[src/rtl/etr_consts.vh]
// Constants of the execution trace recorder: map, fields, resets, bus answers, sizes
`ifndef ETR_CONSTS_VH
`define ETR_CONSTS_VH

// ==========================================================
// Register map
`define ETR_BASE_ADDR 32'h41006000
`define ETR_PAGE_HI 31
`define ETR_PAGE_LO 12
`define ETR_BASE_PAGE 20'h41006
`define ETR_OFF_POSITION 12'h000
`define ETR_OFF_MASTER 12'h004
`define ETR_OFF_FLOW 12'h008
`define ETR_OFF_BASE 12'h00C

// ==========================================================
// Field positions
`define ETR_EN_BIT 31
`define ETR_SIZE_HI 4
`define ETR_SIZE_LO 0
`define ETR_WRAP_BIT 2
`define ETR_PTR_LO 3
`define ETR_STOP_BIT 0
`define ETR_HALT_BIT 1

// ==========================================================
// Reset values
`define ETR_SIZE_RST 5'h00
`define ETR_SRAM_BASE_RST 32'h20000000

// ==========================================================
// Bus answers, FIFO depth and SRAM address width
`define ETR_RESP_OKAY 2'h0
`define ETR_RESP_SLVERR 2'h2
`define ETR_FIFO_DEPTH 16
`define ETR_SRAM_AW 12

`endif

[src/rtl/etr_recorder.v]
// Execution trace recorder: AXI4-Lite registers, FIFO, SRAM arbiter
//
// The AXI4-Lite register port and the address map were left to the implementer.
`timescale 1ns/10ps
`include "etr_consts.vh"
module etr_recorder #(
   parameter AW = `ETR_SRAM_AW,
   parameter DEPTH = `ETR_FIFO_DEPTH,
   parameter [31:0] SRAM_BASE = `ETR_SRAM_BASE_RST
) (
   // Clock and reset
   input wire core_clk,
   input wire nrst,
   // AXI4-Lite write address
   input wire s_axi_awvalid,
   output reg s_axi_awready,
   input wire [31:0] s_axi_awaddr,
   // AXI4-Lite write data
   input wire s_axi_wvalid,
   output reg s_axi_wready,
   input wire [31:0] s_axi_wdata,
   input wire [3:0] s_axi_wstrb,
   // AXI4-Lite write response
   output reg s_axi_bvalid,
   input wire s_axi_bready,
   output reg [1:0] s_axi_bresp,
   // AXI4-Lite read
   input wire s_axi_arvalid,
   output reg s_axi_arready,
   input wire [31:0] s_axi_araddr,
   output reg s_axi_rvalid,
   input wire s_axi_rready,
   output reg [31:0] s_axi_rdata,
   output reg [1:0] s_axi_rresp,
   // Flow change reports from the core
   input wire flowValid,
   output wire flowReady,
   input wire [31:0] flowSrc,
   input wire [31:0] flowDst,
   // Processor port into the shared SRAM
   input wire cpuReq,
   input wire cpuWe,
   input wire [3:0] cpuBe,
   input wire [AW-1:0] cpuAddr,
   input wire [31:0] cpuWdata,
   output reg cpuAck_reg,
   // Shared SRAM command port
   output reg sramEn_reg,
   output reg sramWe_reg,
   output reg [3:0] sramBe_reg,
   output reg [AW-1:0] sramAddr_reg,
   output reg [31:0] sramWdata_reg,
   // Halt request to the core debug logic
   output reg haltReq_reg
);

   localparam PW = AW + 2;
   localparam QW = PW - 3;

   localparam ST_IDLE = 2'b00;
   localparam ST_WORD0 = 2'b01;
   localparam ST_WORD1 = 2'b10;

   // ==========================================================
   // Helpers
   function [31:0] mergeStrb;
      input [31:0] old;
      input [31:0] nw;
      input [3:0] strb;
      integer b;
      begin
         mergeStrb = old;
         for (b = 0; b < 4; b = b + 1) begin
            if (strb[b]) begin
               mergeStrb[b*8 +: 8] = nw[b*8 +: 8];
            end
         end
      end
   endfunction

   // Packet-index bits that wrap inside a region of 2^(size+4) bytes
   function [QW-1:0] regionMask;
      input [4:0] size;
      integer i;
      begin
         regionMask = {QW{1'b0}};
         for (i = 0; i < QW; i = i + 1) begin
            regionMask[i] = (i <= {27'h0, size});
         end
      end
   endfunction

   function isOurPage;
      input [31:0] addr;
      begin
         isOurPage =
            (addr[`ETR_PAGE_HI:`ETR_PAGE_LO] == `ETR_BASE_PAGE);
      end
   endfunction

   // ==========================================================
   // Registers
   reg traceEn_reg;
   reg [4:0] regionSize_reg;
   reg [QW-1:0] ptr_reg;
   reg wrap_reg;
   reg [QW-1:0] watermark_reg;
   reg stopOnThreshold_reg;
   reg haltOnThreshold_reg;

   // ==========================================================
   // AXI4-Lite write path
   reg awHave_reg;
   reg wHave_reg;
   reg [31:0] awAddr_reg;
   reg [31:0] wData_reg;
   reg [3:0] wStrb_reg;
   wire doWrite;
   wire wrPosition;
   wire wrMaster;
   wire wrFlow;
   wire [11:0] wrOff;

   assign doWrite = awHave_reg && wHave_reg && !s_axi_bvalid;
   assign wrOff = awAddr_reg[11:0];
   assign wrPosition = doWrite && isOurPage(awAddr_reg) &&
      (wrOff == `ETR_OFF_POSITION);
   assign wrMaster = doWrite && isOurPage(awAddr_reg) &&
      (wrOff == `ETR_OFF_MASTER);
   assign wrFlow = doWrite && isOurPage(awAddr_reg) &&
      (wrOff == `ETR_OFF_FLOW);

   always @(posedge core_clk) begin
      if (!nrst) begin
         s_axi_awready <= 1'b1;
         s_axi_wready <= 1'b1;
         s_axi_bvalid <= 1'b0;
         s_axi_bresp <= `ETR_RESP_OKAY;
         awHave_reg <= 1'b0;
         wHave_reg <= 1'b0;
         awAddr_reg <= 32'h00000000;
         wData_reg <= 32'h00000000;
         wStrb_reg <= 4'h0;
      end else begin
         // Address and data may arrive in either order
         if (s_axi_awvalid && s_axi_awready) begin
            awHave_reg <= 1'b1;
            awAddr_reg <= s_axi_awaddr;
            s_axi_awready <= 1'b0;
         end
         if (s_axi_wvalid && s_axi_wready) begin
            wHave_reg <= 1'b1;
            wData_reg <= s_axi_wdata;
            wStrb_reg <= s_axi_wstrb;
            s_axi_wready <= 1'b0;
         end
         if (doWrite) begin
            awHave_reg <= 1'b0;
            wHave_reg <= 1'b0;
            s_axi_bvalid <= 1'b1;
            // BASE is read only, so a write to it is refused too
            if (wrPosition || wrMaster || wrFlow) begin
               s_axi_bresp <= `ETR_RESP_OKAY;
            end else begin
               s_axi_bresp <= `ETR_RESP_SLVERR;
            end
         end
         if (s_axi_bvalid && s_axi_bready) begin
            s_axi_bvalid <= 1'b0;
            s_axi_awready <= 1'b1;
            s_axi_wready <= 1'b1;
         end
      end
   end

   // ==========================================================
   // AXI4-Lite read path
   wire [31:0] positionVal;
   wire [31:0] masterVal;
   wire [31:0] flowVal;
   wire [11:0] rdOff;

   assign positionVal = {{(32-PW){1'b0}}, ptr_reg, wrap_reg, 2'b00};
   assign masterVal = {traceEn_reg, 26'h0, regionSize_reg};
   assign flowVal = {{(32-PW){1'b0}}, watermark_reg, 1'b0,
      haltOnThreshold_reg, stopOnThreshold_reg};
   assign rdOff = s_axi_araddr[11:0];

   always @(posedge core_clk) begin
      if (!nrst) begin
         s_axi_arready <= 1'b1;
         s_axi_rvalid <= 1'b0;
         s_axi_rdata <= 32'h00000000;
         s_axi_rresp <= `ETR_RESP_OKAY;
      end else begin
         if (s_axi_arvalid && s_axi_arready) begin
            s_axi_arready <= 1'b0;
            s_axi_rvalid <= 1'b1;
            s_axi_rresp <= `ETR_RESP_OKAY;
            if (!isOurPage(s_axi_araddr)) begin
               s_axi_rdata <= 32'h00000000;
               s_axi_rresp <= `ETR_RESP_SLVERR;
            end else if (rdOff == `ETR_OFF_POSITION) begin
               s_axi_rdata <= positionVal;
            end else if (rdOff == `ETR_OFF_MASTER) begin
               s_axi_rdata <= masterVal;
            end else if (rdOff == `ETR_OFF_FLOW) begin
               s_axi_rdata <= flowVal;
            end else if (rdOff == `ETR_OFF_BASE) begin
               s_axi_rdata <= SRAM_BASE;
            end else begin
               // Only four registers exist in the page
               s_axi_rdata <= 32'h00000000;
               s_axi_rresp <= `ETR_RESP_SLVERR;
            end
         end
         if (s_axi_rvalid && s_axi_rready) begin
            s_axi_rvalid <= 1'b0;
            s_axi_arready <= 1'b1;
         end
      end
   end

   // ==========================================================
   // Report capture
   wire fifoInValid;
   wire fifoOutValid;
   wire fifoOutReady;
   wire [63:0] fifoOutData;

   // Reports seen while disabled are accepted and dropped
   assign fifoInValid = flowValid && traceEn_reg;

   etr_fifo #(
      .WIDTH(64),
      .DEPTH(DEPTH),
      .CW(5)
   ) u_fifo (
      .core_clk(core_clk),
      .nrst(nrst),
      .inValid(fifoInValid),
      .inReady_reg(flowReady),
      .inData({flowDst, flowSrc}),
      .outValid_reg(fifoOutValid),
      .outReady(fifoOutReady),
      .outData_reg(fifoOutData)
   );

   // ==========================================================
   // Packet writer and SRAM arbiter
   reg [1:0] state_reg;
   reg [1:0] state_next;
   reg [63:0] pkt_reg;
   wire cpuSlot;
   wire [QW-1:0] regionBits;
   wire [QW-1:0] ptrInc;
   wire [QW-1:0] ptrAdv;
   wire wrapEvt;
   wire atMark;

   assign fifoOutReady = (state_reg == ST_IDLE);
   // Processor only gets idle cycles, and never right after an ack,
   // so a request still held high is not issued twice
   assign cpuSlot = (state_reg == ST_IDLE) && cpuReq &&
      !cpuAck_reg;

   assign regionBits = regionMask(regionSize_reg);
   assign ptrInc = ptr_reg + {{(QW-1){1'b0}}, 1'b1};
   // Upper bits fix the region start; low bits step and wrap
   assign ptrAdv = (ptr_reg & ~regionBits) |
      (ptrInc & regionBits);
   assign wrapEvt = ((ptrInc & regionBits) == {QW{1'b0}});
   assign atMark = (ptrAdv == watermark_reg);

   always @* begin
      state_next = state_reg;
      case (state_reg)
         ST_IDLE: begin
            if (fifoOutValid) begin
               state_next = ST_WORD0;
            end
         end
         ST_WORD0: begin
            state_next = ST_WORD1;
         end
         ST_WORD1: begin
            state_next = ST_IDLE;
         end
         default: begin
            state_next = ST_IDLE;
         end
      endcase
   end

   always @(posedge core_clk) begin
      if (!nrst) begin
         state_reg <= ST_IDLE;
         pkt_reg <= 64'h0000000000000000;
         sramEn_reg <= 1'b0;
         sramWe_reg <= 1'b0;
         sramBe_reg <= 4'h0;
         sramAddr_reg <= {AW{1'b0}};
         sramWdata_reg <= 32'h00000000;
         cpuAck_reg <= 1'b0;
      end else begin
         state_reg <= state_next;
         sramEn_reg <= 1'b0;
         sramWe_reg <= 1'b0;
         cpuAck_reg <= 1'b0;
         if (state_reg == ST_IDLE && fifoOutValid) begin
            pkt_reg <= fifoOutData;
         end
         case (state_reg)
            ST_WORD0: begin
               sramEn_reg <= 1'b1;
               sramWe_reg <= 1'b1;
               sramBe_reg <= 4'hF;
               sramAddr_reg <= {ptr_reg, 1'b0};
               sramWdata_reg <= pkt_reg[31:0];
            end
            ST_WORD1: begin
               sramEn_reg <= 1'b1;
               sramWe_reg <= 1'b1;
               sramBe_reg <= 4'hF;
               sramAddr_reg <= {ptr_reg, 1'b1};
               sramWdata_reg <= pkt_reg[63:32];
            end
            default: begin
               if (cpuSlot) begin
                  sramEn_reg <= 1'b1;
                  sramWe_reg <= cpuWe;
                  sramBe_reg <= cpuBe;
                  sramAddr_reg <= cpuAddr;
                  sramWdata_reg <= cpuWdata;
                  cpuAck_reg <= 1'b1;
               end
            end
         endcase
      end
   end

   // ==========================================================
   // Control registers and pointer
   wire pktDone;
   wire [31:0] posMerged;
   wire [31:0] mstMerged;
   wire [31:0] flwMerged;

   assign pktDone = (state_reg == ST_WORD1);
   // Strobed write data merged over the current register image
   assign posMerged = mergeStrb(positionVal, wData_reg, wStrb_reg);
   assign mstMerged = mergeStrb(masterVal, wData_reg, wStrb_reg);
   assign flwMerged = mergeStrb(flowVal, wData_reg, wStrb_reg);

   always @(posedge core_clk) begin
      if (!nrst) begin
         traceEn_reg <= 1'b0;
         regionSize_reg <= `ETR_SIZE_RST;
         ptr_reg <= {QW{1'b0}};
         wrap_reg <= 1'b0;
         watermark_reg <= {QW{1'b0}};
         stopOnThreshold_reg <= 1'b0;
         haltOnThreshold_reg <= 1'b0;
         haltReq_reg <= 1'b0;
      end else begin
         haltReq_reg <= 1'b0;
         if (pktDone) begin
            ptr_reg <= ptrAdv;
            if (wrapEvt) begin
               wrap_reg <= 1'b1;
            end
            if (atMark && stopOnThreshold_reg) begin
               traceEn_reg <= 1'b0;
            end
            if (atMark && haltOnThreshold_reg) begin
               haltReq_reg <= 1'b1;
            end
         end
         if (wrPosition) begin
            ptr_reg <= posMerged[PW-1:`ETR_PTR_LO];
            // A wrap in the same cycle wins over a clear
            wrap_reg <= (pktDone && wrapEvt) ||
               posMerged[`ETR_WRAP_BIT];
         end
         if (wrMaster) begin
            // A direct write beats a simultaneous automatic stop
            traceEn_reg <= mstMerged[`ETR_EN_BIT];
            regionSize_reg <= mstMerged[`ETR_SIZE_HI:`ETR_SIZE_LO];
         end
         if (wrFlow) begin
            watermark_reg <= flwMerged[PW-1:`ETR_PTR_LO];
            stopOnThreshold_reg <= flwMerged[`ETR_STOP_BIT];
            haltOnThreshold_reg <= flwMerged[`ETR_HALT_BIT];
         end
      end
   end

endmodule

[src/rtl/etr_fifo.v]
// Packet FIFO with registered read data and registered ready
`timescale 1ns/10ps
module etr_fifo #(
   parameter WIDTH = 64,
   parameter DEPTH = 16,
   parameter CW = 5
) (
   // Clock and reset
   input wire core_clk,
   input wire nrst,
   // Fill side
   input wire inValid,
   output reg inReady_reg,
   input wire [WIDTH-1:0] inData,
   // Drain side
   output reg outValid_reg,
   input wire outReady,
   output reg [WIDTH-1:0] outData_reg
);

   // ==========================================================
   // Storage
   reg [WIDTH-1:0] mem [0:DEPTH-1];
   reg [CW-2:0] wPtr_reg;
   reg [CW-2:0] rPtr_reg;
   reg [CW-1:0] cnt_reg;
   reg [CW-1:0] cnt_next;
   wire push;
   wire pop;

   assign push = inValid && inReady_reg;
   // Output register reloads from a non-empty store whenever it is empty or being drained
   assign pop = (cnt_reg != {CW{1'b0}}) && (!outValid_reg || outReady);

   always @* begin
      cnt_next = cnt_reg;
      if (push && !pop) begin
         cnt_next = cnt_reg + {{(CW-1){1'b0}}, 1'b1};
      end else if (pop && !push) begin
         cnt_next = cnt_reg - {{(CW-1){1'b0}}, 1'b1};
      end
   end

   always @(posedge core_clk) begin
      if (push) begin
         mem[wPtr_reg] <= inData;
      end
   end

   always @(posedge core_clk) begin
      if (!nrst) begin
         wPtr_reg <= {(CW-1){1'b0}};
         rPtr_reg <= {(CW-1){1'b0}};
         cnt_reg <= {CW{1'b0}};
         inReady_reg <= 1'b0;
         outValid_reg <= 1'b0;
         outData_reg <= {WIDTH{1'b0}};
      end else begin
         cnt_reg <= cnt_next;
         inReady_reg <= (cnt_next < DEPTH[CW-1:0]);
         if (push) begin
            wPtr_reg <= wPtr_reg + {{(CW-2){1'b0}}, 1'b1};
         end
         if (pop) begin
            outData_reg <= mem[rPtr_reg];
            rPtr_reg <= rPtr_reg + {{(CW-2){1'b0}}, 1'b1};
            outValid_reg <= 1'b1;
         end else if (outReady) begin
            outValid_reg <= 1'b0;
         end
      end
   end

endmodule

[config.mk]
export PLATFORM = sky130hd
export DESIGN_NAME = etr_recorder
export DESIGN_NICKNAME = d
export VERILOG_FILES = /design/src/rtl/etr_recorder.v /design/src/rtl/etr_fifo.v
export VERILOG_INCLUDE_DIRS = /design/src /design/src/rtl
export SDC_FILE = /design/constraint.sdc
export NUM_CORES = 2
export LEC_CHECK = 0
export BUFFER_PORTS_ARGS = -buffer_cell sky130_fd_sc_hd__buf_2
export CAP_MARGIN = 20
export CORE_ASPECT_RATIO = 0.75
export CORE_MARGIN = 2
export CORE_UTILIZATION = 50
export DETAILED_ROUTE_END_ITERATION = 6
export GPL_TIMING_DRIVEN = 0
export PLACE_DENSITY = 0.68
export SETUP_SLACK_MARGIN = 0.15
export SLEW_MARGIN = 15
export SYNTH_ARGS = -nofsm -noshare
export SYNTH_HDL_FRONTEND = slang
export SYNTH_HIERARCHICAL = 1
export SYNTH_SLANG_ARGS = --single-unit
[constraint.sdc]
create_clock -name core_clk -period 9.9 [get_ports core_clk]
set_input_delay 1.98 -clock core_clk [delete_from_list [all_inputs] [get_ports core_clk]]
set_output_delay 1.98 -clock core_clk [all_outputs]
set_load 0.05 [all_outputs]
# Word level (Yosys, flattened, before mapping)
# Memories as Yosys holds them, arrays and structs flattened. A register that Yosys moved wholly into a read port is not among the register bits.
# Cells that the tools add are included.
dict set report word_totals {
  mem_bits_rw 1024
  mem_bits_ro 0
  n_memories 1
  register_bits 275
  out_inout_bits 94
  latchBits 0
}
dict set report op_classes {
  n_eq_ne 14
  order_cmp 11
  n_reduce_logical 57
  div 0
  n_mul 0
  shifts 0
  n_addsub 5
  bitwise_logic 5
  muxes 41
}
# name depth width rd rd_ports_with_merged_regs wr line
set memory_table {}
lappend memory_table {u_fifo.mem 16 64 1 1 1 etr_fifo.v:23} ;# reg [WIDTH-1:0] mem [0:DEPTH-1];
# cell count
set ops {}
lappend ops {{$mux W32} 4}
lappend ops {{$pmux W32 S2} 1}
lappend ops {{$mux W30} 2}
lappend ops {{$eq A20 B19 Y1 const B} 2}
lappend ops {{$eq A12 B4 Y1 const B} 3}
lappend ops {{$eq A12 B3 Y1 const B} 2}
lappend ops {{$logic_not A12 Y1} 2}
lappend ops {{$pmux W12 S2} 1}
lappend ops {{$and A11 B11 Y11} 2}
lappend ops {{$logic_and A1 B1 Y1} 22}
lappend ops {{$mux W11} 2}
lappend ops {{$le A3 B5 Y1 const A} 4}
lappend ops {{$mux W8} 2}
lappend ops {{$le A4 B5 Y1 const A} 3}
lappend ops {{$mux W1} 15}
lappend ops {{$mux W2} 7}
lappend ops {{$reduce_and A2 Y1} 7}
lappend ops {{$mux W12} 1}
lappend ops {{$reduce_bool A2 Y1} 6}
lappend ops {{$add A11 B1 Y11 const B} 1}
lappend ops {{$eq A11 B11 Y1} 1}
lappend ops {{$logic_not A11 Y1} 1}
lappend ops {{$not A11 Y11} 1}
lappend ops {{$or A11 B11 Y11} 1}
lappend ops {{23 further kinds} 40}

# Longest topological paths before layout
dict set report depth {
  ltp_word 9
  ltp_mapped 13
}

# Cells and area by module
# The synthesis kept the hierarchy.
# module cells_per_inst area_per_inst_um2 n_inst
set by_module_without_submodules {}
lappend by_module_without_submodules {etr_fifo 1839 41267.1 1}
lappend by_module_without_submodules {etr_recorder 1229 9843.2 1}

# Least setup slack after synthesis
# Ideal clock, no wire load.
dict set report synth_path {
  path_type {input -> register}
  from {input port flowValid}
  to {memory u_fifo.mem[3][0] (enable)}
  path_stages 5
  required_ns 9.335
  n_path_buf 0
  setup_slack_ns 2.508
  arrival_time_ns 6.827
  setup_ns 0.565
  cell_sequence {and2_1 -> nand2_1 -> clkinv_1 -> nand2_1 -> nor3_1}
}
dict set report synth_via {
  elab_chain_cells 4
}
# item line
set synth_lines {}
lappend synth_lines {{from (decl)} etr_recorder.v:36} ;# input wire flowValid,
lappend synth_lines {{$logic_and A1 B1 Y1} etr_recorder.v:232} ;# assign fifoInValid = flowValid && traceEn_reg;
lappend synth_lines {{$logic_and A1 B1 Y1} etr_fifo.v:31} ;# assign push = inValid && inReady_reg;
lappend synth_lines {{via u_fifo.push} etr_fifo.v:28} ;# wire push;
lappend synth_lines {{$mux W1} etr_fifo.v:45} ;# if (push) begin
lappend synth_lines {{$mux W1 (implied by the code)} etr_fifo.v:46} ;# mem[wPtr_reg] <= inData;
lappend synth_lines {{to (decl)} etr_fifo.v:23}
# The timed path passes the listed nets, and every way through them passes these cells.

# Worst setup path in the final report
dict set report layout_path {
  from {input port cpuReq}
  to {register sramAddr_reg[11]}
}
dict set report layout_via {
  elab_chain_cells 3
}
# item line
set layout_lines {}
lappend layout_lines {{from (decl)} etr_recorder.v:41} ;# input wire cpuReq,
lappend layout_lines {{$logic_and A1 B1 Y1 (2 in series)} etr_recorder.v:264} ;# assign cpuSlot = (state_reg == ST_IDLE) && cpuReq &&
lappend layout_lines {{$reduce_bool A3 Y1 (no source line)} n/a}
lappend layout_lines {{to (signal assigned)} etr_recorder.v:302} ;# sramAddr_reg <= {AW{1'b0}};
lappend layout_lines {{to (signal assigned)} etr_recorder.v:318} ;# sramAddr_reg <= {ptr_reg, 1'b0};
lappend layout_lines {{to (signal assigned)} etr_recorder.v:325} ;# sramAddr_reg <= {ptr_reg, 1'b1};
lappend layout_lines {{to (decl)} etr_recorder.v:51} ;# output reg [AW-1:0] sramAddr_reg,
# No other way between the ends.
# A chain may end at the register's enable or synchronous reset.

==> flow_metrics.py <==
metrics = {
    "layout": {
        "largest_reg_flops": 1024,
        "layout-drive-gt1-share": 0.255,
        "final_area_um2": 59500,
        "utilization": 0.587,
        "nets": 3795,
        "area_growth_pct": 16.3,
        "multi_input_area_um2": 13300,
        "final_cells": 5004,
        "ff_latch_area_um2": 36800,
        "nFillCells": 7612,
    },
    "yosys": {
        "ys_ff_latch": 1327,
        "ys_warn_count": 6,
        "synth_area_leader_cell": "edfxtp_1",
        "synth_cells": 3068,
        "synthesis.area_um2": 51100,
        "synthArstFlopShare": 0,
        "yosysUniqueCellTypes": 79,
        "synth_area_leaders": "edfxtp_1, dfxtp_1, mux4_2",
        "synth.top_cell.area_share": 0.602,
        "avgSynthCellArea_um2": 16.7,
        "synth_edf_count": 1024,
        "synthFlopType": "edfxtp_1",
        "yosysSeqAreaShare": 0.720,
    },
    "clock_tree": {
        "worstSkewPairLatency_ns": 0.73,
        "cts_tree": "yes",
        "cts_hold_buffers": 0,
        "cts_made_buffers": 119,
        "clock_path_buffers": 3,
        "ctsRootBufferMaster": "clkbuf_16",
        "cts.clk_slew.worst_paths_ns": 0.07,
        "cts_setup_buffers": 0,
        "cts.htree.levels": 3,
        "cts.sinks": 1327,
        "ctsResizeCount": 0,
    },
    "floorplanning": {
        "die_x_um": 373,
        "die_y_um": 281,
        "boundaryPins": 316,
        "placementRows": 101,
        "design.die.area_um2": 105000,
        "initial_utilization": 0.505,
        "core_area_um2": 101000,
    },
    "detailed_routing": {
        "viasPerCell": 6.15,
        "dr.pass1.iters": 6,
        "wl_per_cell_um": 27.4,
        "post-route-drc-count": 0,
        "ant_nets": 0,
        "vias": 30768,
        "drt-initial-drc-count": 4049,
        "drt_wl_total_um": 137000,
    },
    "timing": {
        "hold-worst-slack_ns": 0.447,
        "slew_viol_final": 0,
        "fmax_ghz": 0.240,
        "final-setup-viol-count": 0,
        "finalClockSkew_ns": 0.0257,
        "fin_crit_sh": 0.422,
        "hold_viol_final": 0,
        "tightest_slew_ns": 1.15,
        "rsz0062_at_grt": "false",
        "slew_headroom": 0.236,
        "fin_crit_ns": 4.17,
    },
    "worst_setup_path": {
        "cp.arrival_ns": 4.83,
        "crit_path_top_delay_cell": "clkbuf_1",
        "crit_type": "in -> reg",
        "worstPathRequired_ns": 10.55,
        "endpoint_kind": "flop",
        "cp_common_cell": "clkbuf_1",
        "crit_buf_inv": 4,
        "critPathMaxStageDelay_ns": 0.66,
        "worst-path-max-fanout": 10,
        "crit_chain": "buf_2 -> nand3b_1 -> and2_1 -> clkbuf_1 -> clkbuf_1 -> clkbuf_1 -> a221oi_1 -> nor2_1",
        "crit_cells": 8,
        "critPathTopFamily": "buffers and inverters",
        "start_kind": "input pin",
        "r2r_cells": 9,
    },
    "place": {
        "gp_congestion": 0.945,
        "io_buffer_count": 277,
        "dp_cells": 4777,
        "dp_hpwl_um": 96100,
        "placed_area_um2": 55600,
    },
    "run": {
        "maxCapViolCount": 0,
    },
    "global_routing": {
        "grt_start_max_net_pins": 24,
        "grt_use_total": 0.261,
        "gr-total-overflow": 0,
        "antenna_found_initial": 12,
        "grt_pass1_vias": 29579,
        "grt_pass1_wl_um": 200000,
    },
    "min_path": {
        "whs_path_depth": 2,
        "hold_path_class": "reg -> reg",
    },
    "power": {
        "p_leak_nw": 19.9,
        "power_density_nw_per_um2": 257,
        "ir_drop_mv": 0.174,
    },
    "run_status": {
        "status": "completed",
    },
}
-- final timing paths --
path	slack, ns	start	to
setup / recovery	5.73	cpuReq	sramAddr_reg[11]
hold / removal	0.45	u_fifo/outData_reg[27]	pkt_reg[27]
setup reg to reg	6.28	state_reg[0]	sramAddr_reg[11]
hold reg to reg	0.45	u_fifo/outData_reg[27]	pkt_reg[27]
-- worst register-to-register path, cell delays in order, from the launching register on --
cell and delay [ns]:
dfxtp_1 0.37, inv_1 0.08, ha_1 0.34, nand3b_1 0.53
and2_1 0.34, clkbuf_1 0.31, clkbuf_1 0.60, clkbuf_1 0.67
a221oi_1 0.21, nor2_1 0.12
-- kinds of logic after synthesis --
family | Yosys count | share of synthesized area
buffers and inverters | 252 | 0.0235
multiplexers | 285 | 0.119
adder cells (fa/ha/maj) | 13 | 0.00318
XOR/XNOR | 31 | 0.00546
flip-flops | 1327 | 0.720
AO/OA/AOI/OAI | 554 | 0.0742
other | 1 | 0.0000734
AND/OR/NAND/NOR | 605 | 0.0547
-- where the power goes --
part	internal (mW)	switching, mW
Sequential	6.25	0.217
Combinational	1.64	2.56
Clock	2.57	2.02
Total	10.5	4.81
-- synthesized netlist by cell type (24+ instances only) --
| master | instances |
|---|---|
| a221oi_1 | 82 |
| a21oi_1 | 163 |
| a22oi_1 | 80 |
| buf_4 | 32 |
| dfxtp_1 | 303 |
| xnor2_1 | 24 |
| o22ai_1 | 65 |
| edfxtp_1 | 1024 |
| buf_2 | 36 |
| nand2_1 | 304 |
| nor2_1 | 112 |
| a221oi_2 | 25 |
| clkbuf_1 | 131 |
| and2_1 | 24 |
| mux4_2 | 256 |
| or3_1 | 37 |
| o21ai_0 | 82 |
| mux2i_1 | 28 |
-- final cells by class --
class / count / area share
clock buffer: 156 / 0.0547
tap: 1339 / 0.0282
clock inverter: 69 / 0.0105
antenna: 1 / 0.0000421
multi-input combinational: 1506 / 0.223
inverter: 19 / 0.00120
sequential: 1327 / 0.619
buffer: 233 / 0.0190
timing repair buffer: 354 / 0.0438
-- placed cells by master (no fill, tap or decap), types with 14 or more instances in the layout --
| cell | netlist | layout |
|---|---|---|
| and2_1 | 24 | 24 |
| clkinv_1 | 1 | 21 |
| dfxtp_1 | 303 | 303 |
| nor2_1 | 112 | 99 |
| buf_4 | 32 | 64 |
| buf_2 | 36 | 314 |
| o22ai_1 | 65 | 65 |
| nand2_1 | 304 | 304 |
| buf_6 | 12 | 17 |
| edfxtp_1 | 1024 | 1024 |
| conb_1 | 1 | 18 |
| a21oi_1 | 163 | 163 |
| clkbuf_1 | 131 | 157 |
| mux2i_1 | 28 | 28 |
| a221oi_1 | 82 | 82 |
| nand3_1 | 18 | 18 |
| nor3_1 | 21 | 16 |
| xnor2_1 | 24 | 24 |
| o21ai_0 | 82 | 82 |
| clkinv_2 | 0 | 25 |
| a221oi_2 | 25 | 25 |
| or3_1 | 37 | 37 |
| clkbuf_16 | 0 | 121 |
| buf_12 | 0 | 24 |
| buf_1 | 21 | 20 |
| a22oi_1 | 80 | 80 |
| nor2_4 | 1 | 14 |
| buf_16 | 0 | 16 |
| inv_1 | 16 | 16 |
| mux4_2 | 256 | 256 |
-- per-layer routing --
metal	track usage	wire length, um	up-vias
met3	0.0677	16100	238
met5	0	33	-
met2	0.380	59600	1705
li1	-	-	13122
met1	0.396	58300	15697
met4	0.0622	3200	6
-- stage by stage --
stage	setup TNS, ns	worst slack (ns)	total power [mW]
finish	0	5.73	15.3
global route	0	5.63	15.8
CTS	0	5.83	15.3
detailed placement	0	5.03	10.7
global placement	-677.89	-2.75	10.7
floorplan	0	2.51	9.37
No activity file was read; power rests on OpenSTA's default activity.
